===== config.mk =====
export PLATFORM = sky130hd
export DESIGN_NAME = system_clock_source_select
export DESIGN_NICKNAME = d
export VERILOG_FILES = /design/src/core/clock_select_pkg.sv /design/src/core/system_clock_source_select.sv /design/src/core/prescaler_divider.sv
export SDC_FILE = /design/constraint.sdc
export NUM_CORES = 1
export LEC_CHECK = 0
export ABC_CLOCK_PERIOD_IN_PS = 11400
export BUFFER_PORTS_ARGS = -buffer_cell sky130_fd_sc_hd__buf_4
export CAP_MARGIN = 20
export CORE_MARGIN = 2
export CORE_UTILIZATION = 30
export DETAILED_ROUTE_END_ITERATION = 10
export GPL_ROUTABILITY_DRIVEN = 0
export SETUP_SLACK_MARGIN = 0.5
export SYNTH_ARGS = -nofsm -noshare
export SYNTH_HDL_FRONTEND = slang
export SYNTH_SLANG_ARGS = --single-unit

===== constraint.sdc =====
create_clock -name clk -period 11.4 [get_ports clk]
set_clock_uncertainty 0.2 [all_clocks]
set_input_delay 2.28 -clock clk [delete_from_list [all_inputs] [get_ports clk]]
set_output_delay 2.28 -clock clk [all_outputs]
set_load 0.02 [all_outputs]

===== src/core/clock_select_pkg.sv =====
`default_nettype none
package clock_select_pkg;
	localparam logic [1:0] SEL_WAKEUP = 2'h0;
	localparam logic [1:0] SEL_RESERVED = 2'h1;
	localparam logic [1:0] SEL_LOOP = 2'h2;
	localparam logic [1:0] SEL_DIRECT = 2'h3;
	localparam int DIVIDE_W = 10;
	localparam int FACTOR_W = 11;
	localparam int COUNT_W = 11;
	localparam int LOOP_IN_W = 4;
	localparam int LOOP_MUL_W = 8;
	localparam int LOOP_OUT_W = 7;
	localparam int LOOP_NUM_W = LOOP_MUL_W + 1;
	localparam int LOOP_DEN_W = LOOP_IN_W + LOOP_OUT_W + 2;
	localparam logic [FACTOR_W-1:0] FACTOR_ONE = 11'h001;
	localparam logic [FACTOR_W-1:0] FACTOR_MAX = 11'h400;

	typedef struct packed {
		logic [1:0] clock_source_select;
		logic vco_bypass;
		logic prescaler_from_internal;
		logic [DIVIDE_W-1:0] prescaler_divide_field;
	} system_config_word_s;

	typedef struct packed {
		logic [LOOP_IN_W-1:0] loop_input_divide_field;
		logic [LOOP_MUL_W-1:0] loop_multiply_field;
		logic [LOOP_OUT_W-1:0] loop_output_divide_field;
	} loop_config_word_s;

	localparam system_config_word_s CONFIG_RESET = '{SEL_WAKEUP, 1'b0, 1'b0, 10'h000};

	typedef enum logic [2:0] {
		ST_RUN = 3'b001,
		ST_DRAIN = 3'b010,
		ST_ALIGN = 3'b100
	} switch_state_e;

	function automatic logic [FACTOR_W-1:0] prescaler_factor_of(
		input logic [DIVIDE_W-1:0] field);
		prescaler_factor_of = {1'b0, field} + FACTOR_ONE;
	endfunction

	function automatic logic is_prescaler(input system_config_word_s cfg);
		is_prescaler = (cfg.clock_source_select == SEL_LOOP) && cfg.vco_bypass;
	endfunction
endpackage
`default_nettype wire


===== src/core/system_clock_source_select.sv =====
`default_nettype none
module system_clock_source_select
	import clock_select_pkg::*;
(
	input wire logic clk,
	input wire logic nrst,
	input wire logic direct_clock_input,
	input wire logic crystal_input,
	input wire logic internal_clock_input,
	input wire logic loop_clock_input,
	input wire logic wakeup_clock_input,
	input wire system_config_word_s system_config_word,
	input wire loop_config_word_s loop_config_word,
	output logic sys_clk,
	output logic [1:0] active_select,
	output logic switching,
	output logic [FACTOR_W-1:0] prescaler_factor,
	output logic [LOOP_NUM_W-1:0] loop_factor_num,
	output logic [LOOP_DEN_W-1:0] loop_factor_den
);
	switch_state_e state;
	switch_state_e next_state;
	system_config_word_s active;
	logic osc;
	logic div_out;
	logic src;
	logic new_low;
	logic next_sys_clk;
	logic [LOOP_IN_W:0] in_div;
	logic [LOOP_OUT_W:0] out_div;

	assign osc = active.prescaler_from_internal ? internal_clock_input : crystal_input;

	prescaler_divider divider (
		.clk(clk),
		.nrst(nrst),
		.osc(osc),
		.restart(state == ST_ALIGN),
		.factor(prescaler_factor_of(active.prescaler_divide_field)),
		.out_clk(div_out)
	);

	// the selected source, one cycle ahead of sys_clk
	always_comb begin
		case (active.clock_source_select)
			SEL_DIRECT: src = direct_clock_input;
			SEL_LOOP: src = active.vco_bypass ? div_out : loop_clock_input;
			SEL_WAKEUP: src = wakeup_clock_input;
			default: src = 1'b0;
		endcase
	end

	// divider restarts only with osc low, so its first edge is a rising one;
	// this holds for every source, so an oscillator stuck high also stalls a switch
	assign new_low = !src && !osc;

	always_comb begin
		next_state = state;
		case (state)
			ST_RUN: begin
				if (system_config_word != active) begin
					next_state = ST_DRAIN;
				end
			end
			ST_DRAIN: begin
				if (!sys_clk) begin
					next_state = ST_ALIGN;
				end
			end
			ST_ALIGN: begin
				if (new_low) begin
					next_state = ST_RUN;
				end
			end
			default: next_state = ST_RUN;
		endcase
	end

	// drain lets a high phase finish but never starts one; align holds low
	always_comb begin
		case (state)
			ST_RUN: next_sys_clk = src;
			ST_DRAIN: next_sys_clk = sys_clk & src;
			ST_ALIGN: next_sys_clk = 1'b0;
			default: next_sys_clk = 1'b0;
		endcase
	end

	always_ff @(posedge clk or negedge nrst) begin
		if (!nrst) begin
			state <= ST_RUN;
			switching <= 1'b0;
		end else begin
			state <= next_state;
			switching <= next_state != ST_RUN;
		end
	end

	always_ff @(posedge clk or negedge nrst) begin
		if (!nrst) begin
			sys_clk <= 1'b0;
		end else begin
			sys_clk <= next_sys_clk;
		end
	end

	// new settings take hold only while the output is parked low
	always_ff @(posedge clk or negedge nrst) begin
		if (!nrst) begin
			active <= CONFIG_RESET;
			active_select <= CONFIG_RESET.clock_source_select;
			prescaler_factor <= FACTOR_ONE;
		end else if (state == ST_DRAIN && !sys_clk) begin
			active <= system_config_word;
			active_select <= system_config_word.clock_source_select;
			prescaler_factor <= prescaler_factor_of(system_config_word.prescaler_divide_field);
		end
	end

	// the analog loop is outside; its factor is reported for software
	assign in_div = {1'b0, loop_config_word.loop_input_divide_field} + 5'h01;
	assign out_div = {1'b0, loop_config_word.loop_output_divide_field} + 8'h01;

	always_ff @(posedge clk or negedge nrst) begin
		if (!nrst) begin
			loop_factor_num <= '0;
			loop_factor_den <= '0;
		end else begin
			loop_factor_num <= {1'b0, loop_config_word.loop_multiply_field} + 9'h001;
			loop_factor_den <= LOOP_DEN_W'(in_div * out_div);
		end
	end

	property p_direct;
		@(posedge clk) disable iff (!nrst)
		state == ST_RUN && active.clock_source_select == SEL_DIRECT
			|=> sys_clk == $past(direct_clock_input);
	endproperty
	a_direct: assert property (p_direct) else $error("direct drive not followed");

	property p_loop;
		@(posedge clk) disable iff (!nrst)
		state == ST_RUN && active.clock_source_select == SEL_LOOP && !active.vco_bypass
			|=> sys_clk == $past(loop_clock_input);
	endproperty
	a_loop: assert property (p_loop) else $error("loop clock not followed");

	property p_wakeup;
		@(posedge clk) disable iff (!nrst)
		state == ST_RUN && active.clock_source_select == SEL_WAKEUP
			|=> sys_clk == $past(wakeup_clock_input);
	endproperty
	a_wakeup: assert property (p_wakeup) else $error("wakeup clock not followed");

	property p_prescale;
		@(posedge clk) disable iff (!nrst)
		state == ST_RUN && is_prescaler(active) |=> sys_clk == $past(div_out);
	endproperty
	a_prescale: assert property (p_prescale) else $error("prescaler not followed");

	property p_no_rise_switch;
		@(posedge clk) disable iff (!nrst)
		state != ST_RUN |=> !$rose(sys_clk);
	endproperty
	a_no_rise_switch: assert property (p_no_rise_switch) else $error("rise during switch");

	property p_drain_to_align;
		@(posedge clk) disable iff (!nrst)
		state == ST_DRAIN && !sys_clk |=> state == ST_ALIGN && switching && !sys_clk;
	endproperty
	a_drain_to_align: assert property (p_drain_to_align) else $error("drain did not park");

	property p_factor_report;
		@(posedge clk) disable iff (!nrst)
		$fell(switching) |-> prescaler_factor
			== {1'b0, system_config_word.prescaler_divide_field} + FACTOR_ONE;
	endproperty
	a_factor_report: assert property (p_factor_report) else $error("factor not field+1");

	property p_loop_factor;
		@(posedge clk) disable iff (!nrst)
		$past(nrst) && $stable(loop_config_word) |->
			loop_factor_num == {1'b0, loop_config_word.loop_multiply_field} + 9'h001
			&& loop_factor_den == ({1'b0, loop_config_word.loop_input_divide_field} + 5'h01)
			* ({1'b0, loop_config_word.loop_output_divide_field} + 8'h01);
	endproperty
	a_loop_factor: assert property (p_loop_factor) else $error("loop factor wrong");

	property p_reserved;
		@(posedge clk) disable iff (!nrst)
		state == ST_RUN && active.clock_source_select == SEL_RESERVED |=> !sys_clk;
	endproperty
	a_reserved: assert property (p_reserved) else $error("reserved select not parked low");

	property p_switch_start;
		@(posedge clk) disable iff (!nrst)
		state == ST_RUN && system_config_word != active |=> state == ST_DRAIN && switching;
	endproperty
	a_switch_start: assert property (p_switch_start) else $error("config change not taken");

	property p_active_hold;
		@(posedge clk) disable iff (!nrst)
		state != ST_DRAIN |=> active == $past(active);
	endproperty
	a_active_hold: assert property (p_active_hold) else $error("config moved outside drain");

	property p_align_exit;
		@(posedge clk) disable iff (!nrst)
		$fell(switching) |-> !sys_clk && $past(src) == 1'b0 && $past(osc) == 1'b0;
	endproperty
	a_align_exit: assert property (p_align_exit) else $error("switch ended off a low phase");
endmodule
`default_nettype wire


===== src/core/prescaler_divider.sv =====
`default_nettype none
module prescaler_divider
	import clock_select_pkg::*;
(
	input wire logic clk,
	input wire logic nrst,
	input wire logic osc,
	input wire logic restart,
	input wire logic [FACTOR_W-1:0] factor,
	output logic out_clk
);
	logic osc_prev;
	logic [COUNT_W-1:0] cnt;
	logic [COUNT_W-1:0] last;
	logic [COUNT_W-1:0] next_cnt;
	logic [FACTOR_W:0] doubled;
	logic osc_edge;
	// reset parks the count on the wrap of the reset factor of one, as a restart does,
	// so the first osc rise after reset starts a high phase instead of a low one
	localparam logic [COUNT_W-1:0] CNT_RESET = 11'h001;

	// both osc edges are counted so the output keeps a half-period grid
	assign doubled = {factor, 1'b0};
	assign last = COUNT_W'(doubled - 12'h001);
	assign next_cnt = (cnt == last) ? '0 : COUNT_W'(cnt + 11'h001);
	assign osc_edge = osc != osc_prev;

	always_ff @(posedge clk or negedge nrst) begin
		if (!nrst) begin
			osc_prev <= 1'b0;
		end else begin
			osc_prev <= osc;
		end
	end

	always_ff @(posedge clk or negedge nrst) begin
		if (!nrst) begin
			cnt <= CNT_RESET;
		end else if (restart) begin
			cnt <= last;
		end else if (osc_edge) begin
			cnt <= next_cnt;
		end
	end

	always_ff @(posedge clk or negedge nrst) begin
		if (!nrst) begin
			out_clk <= 1'b0;
		end else if (restart) begin
			out_clk <= 1'b0;
		end else if (osc_edge) begin
			out_clk <= next_cnt < COUNT_W'(factor);
		end
	end

	property p_count_bound;
		@(posedge clk) disable iff (!nrst)
		!restart |-> cnt <= last && factor <= FACTOR_MAX;
	endproperty
	a_count_bound: assert property (p_count_bound) else $error("divider count past 2*factor-1");

	property p_rise_on_wrap;
		@(posedge clk) disable iff (!nrst)
		$rose(out_clk) |-> cnt == '0 && $past(osc_edge) && $past(cnt) == $past(last);
	endproperty
	a_rise_on_wrap: assert property (p_rise_on_wrap) else $error("divided clock rose off the wrap");

	property p_factor_one;
		@(posedge clk) disable iff (!nrst)
		(factor == FACTOR_ONE && !restart) ##1 !restart |-> out_clk == $past(osc);
	endproperty
	a_factor_one: assert property (p_factor_one) else $error("factor one did not pass osc");
endmodule
`default_nettype wire


==> flow_metrics.env <==
export IMPL_io_buffers=76
export IMPL_cts_sinks=65
export IMPL_core_um2=17300
export IMPL_critical_path_class="input pin to register"
export IMPL_max_stage_delay_ns=0.54
export IMPL_critPathSlowestCell="fa_1"
export IMPL_setup_viol=0
export IMPL_die_y_um=137
export IMPL_synth_area_leaders="dfrtp_1 (29%), ha_1 (8.7%), fa_1 (6.8%)"
export IMPL_reg2reg_depth=16
export IMPL_crit_required_ns=11.42
export IMPL_post_place_ws_ns=4.70
export IMPL_vias=4127
export IMPL_grt_use_met3_pct=2.85
export IMPL_track_usage_pct=13.3
export IMPL_finalPower_mw=1.48
export IMPL_final_common_cell="buf_4"
export IMPL_grt_remaining_overflow=0
export IMPL_clk_pin_slew_ns=0.06
export IMPL_synth_seq_cells=65
export IMPL_syn_nets=657
export IMPL_drc=0
export IMPL_slew_headroom_pct=43.9
export IMPL_power_switching_mw=0.610
export IMPL_h_tree_depth=3
export IMPL_nets=720
export IMPL_grt_pass1_vias=4068
export IMPL_hpwl_um=8880
export IMPL_drt_iter0_markers=179
export IMPL_post_cts_resize_count=0
export IMPL_synth_area_um2=5300
export IMPL_rows=48
export IMPL_critical_path_top_delay_family="adder cells"
export IMPL_area_growth_syn_to_layout_pct=20.0
export IMPL_clockPowerShare_pct=19.2
export IMPL_worst_pin_slew_ns=0.842
export IMPL_rsz0062_at_grt="no"
export IMPL_clk_path_buf_depth=2
export IMPL_ys_types=54
export IMPL_clk_latency_ns=0.33
export IMPL_wl_per_cell_um=13.4
export IMPL_grt_pass1_wl_um=19800
export IMPL_fmax_mhz=158
export IMPL_dp_cells=839
export IMPL_synthFlopType="dfrtp_1"
export IMPL_cts_tree="done"
export IMPL_drv_cap=0
export IMPL_antenna_found_initial=0
export IMPL_ir_drop_uv=86.8
export IMPL_synth_yosys_warnings=0
export IMPL_r2r_end="divider.out_clk$_DFFE_PN0P_"
export IMPL_via_per_inst=4.83
export IMPL_diodes=0
export IMPL_cp_max_fo=10
export IMPL_dr_pass1_iters=4
export IMPL_ys_async_sr_fraction_pct=100
export IMPL_synth_top_area_share_pct=29.3
export IMPL_worstHoldPathType="register to register"
export IMPL_critPathArrivalTime_ns=6.36
export IMPL_fp_dieArea_um2=18700
export IMPL_switching_share_pct=41.4
export IMPL_ios=77
export IMPL_critPathLaunchType="input pin"
export IMPL_root_buffer="clkbuf_16"
export IMPL_synth_cells=562
export IMPL_p_int_mw=0.865
export IMPL_drv_slew=0
export IMPL_critPathLaunch="loop_config_word[15]"
export IMPL_synth_enable_flop_cells=0
export IMPL_crit_path_cell_trace="buf_4 -> ha_1 -> xnor2_1 -> or2_2 -> fa_1 -> fa_1 -> fa_1 -> inv_1 -> ha_1 -> a21oi_1 -> o21bai_1 -> a21oi_1 -> o21ai_0 -> a2111o_1 -> o311ai_0"
export IMPL_finalCritPeriodShare_pct=55.7
export IMPL_p_comb_share_pct=50.3
export IMPL_grt_max_degree=66
export IMPL_cellPowerDensity_nw_per_um2=232
export IMPL_finalHoldViolCount=0
export IMPL_yosys_area_top_type="dfrtp_1"
export IMPL_endpoint="loop_factor_den[11]$_DFF_PN0_"
export IMPL_drtAntennaViolNets=0
export IMPL_die_w_um=137
export IMPL_layout_drive_gt1_share_pct=18.6
export IMPL_cts_hold_buffers_added=0
export IMPL_initial_core_util_pct=30.6
export IMPL_wl_um=11500
export IMPL_cts_made_buffers=9
export IMPL_setup_tns_ns=0
export IMPL_cp_end_kind="register"
export IMPL_synth_area_per_cell_um2=9.43
export IMPL_layout_setup_ws_ns=5.05
export IMPL_gr_usage_met1_pct=16.5
export IMPL_cp_num_cells=15
export IMPL_fin_crit_ns=6.35
export IMPL_r2r_slack_ns=6.52
export IMPL_cpMostUsedCell="fa_1"
export IMPL_leakage_nw=2.96
export IMPL_seq_area_frac_synth_pct=30.8
export IMPL_postCtsSetupRepairBufs=0
export IMPL_crit_buf_inv=2
export IMPL_sequentialPowerShare_pct=30.5
export IMPL_met2_usage_pct=23.8
export IMPL_r2r_start="active[0]$_DFFE_PN0P_"
export IMPL_hold_path_startpoint="prescaler_factor[0]$_DFFE_PN1P_"
export IMPL_final_cell_mix="buf_4 (79), dfrtp_1 (62), nor2_1 (45)"
export IMPL_grt_busiest_layer="met2"
export IMPL_instances_no_fill=855
export IMPL_status="finished clean"
==> how the worst min path moves through the flow <==
stage	end	slack [ns]	depth (start not counted)
global placement	prescaler_factor[0]$_DFFE_PN1P_	0.25	2
global route	prescaler_factor[0]$_DFFE_PN1P_	0.30	2
CTS	prescaler_factor[0]$_DFFE_PN1P_	0.27	2
detailed placement	prescaler_factor[0]$_DFFE_PN1P_	0.26	2
floorplan	state[1]$_DFF_PN0_	0.29	1
finish	prescaler_factor[0]$_DFFE_PN1P_	0.27	2
==> sequential cells by signal, indices dropped and copies added, names as in the netlist <==
register          count
loop_factor_num       9
switching             1
loop_factor_den      13
divider.osc_prev      1
divider.cnt          11
prescaler_factor     11
divider.out_clk       1
active               14
sys_clk               1
state                 3
==> cell usage after synthesis (all sizes together), types with 12 or more instances <==
library cell / number
a21oi: 23
and3: 14
clkbuf: 18
dfrtp: 62
fa: 18
ha: 37
inv: 40
mux2: 14
nand2: 36
nand2b: 12
nand3: 22
nand4: 18
nor2: 45
xnor2: 41
xor2: 41
==> tightest hold or removal path: stages, from the launching register on <==
cell,delay (ns)
dfstp_2,0.37
inv_1,0.04
mux2i_1,0.05
==> routing by layer <==
| layer | vias up | wire length [µm] |
|---|---|---|
| met1 | 1989 | 5120 |
| met2 | 60 | 5850 |
| met5 | - | 0 |
| met4 | 0 | 102 |
| met3 | 9 | 402 |
| li1 | 2069 | - |
==> power by group through the flow <==
stage          clock (mW)  sequential (mW)  combinational, mW
6_report            0.284            0.450              0.742
5_1_grt             0.305            0.470              0.841
4_1_cts             0.295            0.451              0.752
3_5_place_dp            0            0.454              0.748
3_3_place_gp            0            0.454              0.740
2_1_floorplan           0            0.435              0.559
==> cell families (layout without fill, tap and decap cells) <==
group | Yosys count | after routing | share of synthesized area, %
simple gates | 194 | 194 | 19.3
xor+xnor | 86 | 86 | 15.4
compound gates | 78 | 78 | 10.2
buf+inv | 67 | 135 | 5.29
flops | 65 | 65 | 30.8
fa+ha+maj | 55 | 55 | 15.5
mux | 17 | 17 | 3.54
==> layout make-up <==
type                    count  area (µm²)
fillers                  1772       10900
multi-input cells         430        3400
flip-flops and latches     65        1630
repair buffers             79         593
well taps                 225         282
clock buffers              13         260
inverters                  40         150
clock inverters             3        47.5
==> metrics by stage <==
step | area [µm²] | hold slack, ns | util (%)
5_1_grt | 6360 | 0.301 | 36.8
4_1_cts | 6360 | 0.269 | 36.8
3_3_place_gp | 6050 | 0.253 | 35.0
2_1_floorplan | 5300 | 0.288 | -
3_5_place_dp | 6050 | 0.264 | 35.0
6_report | 6360 | 0.268 | 36.8
(Power assumes the default switching activity.)
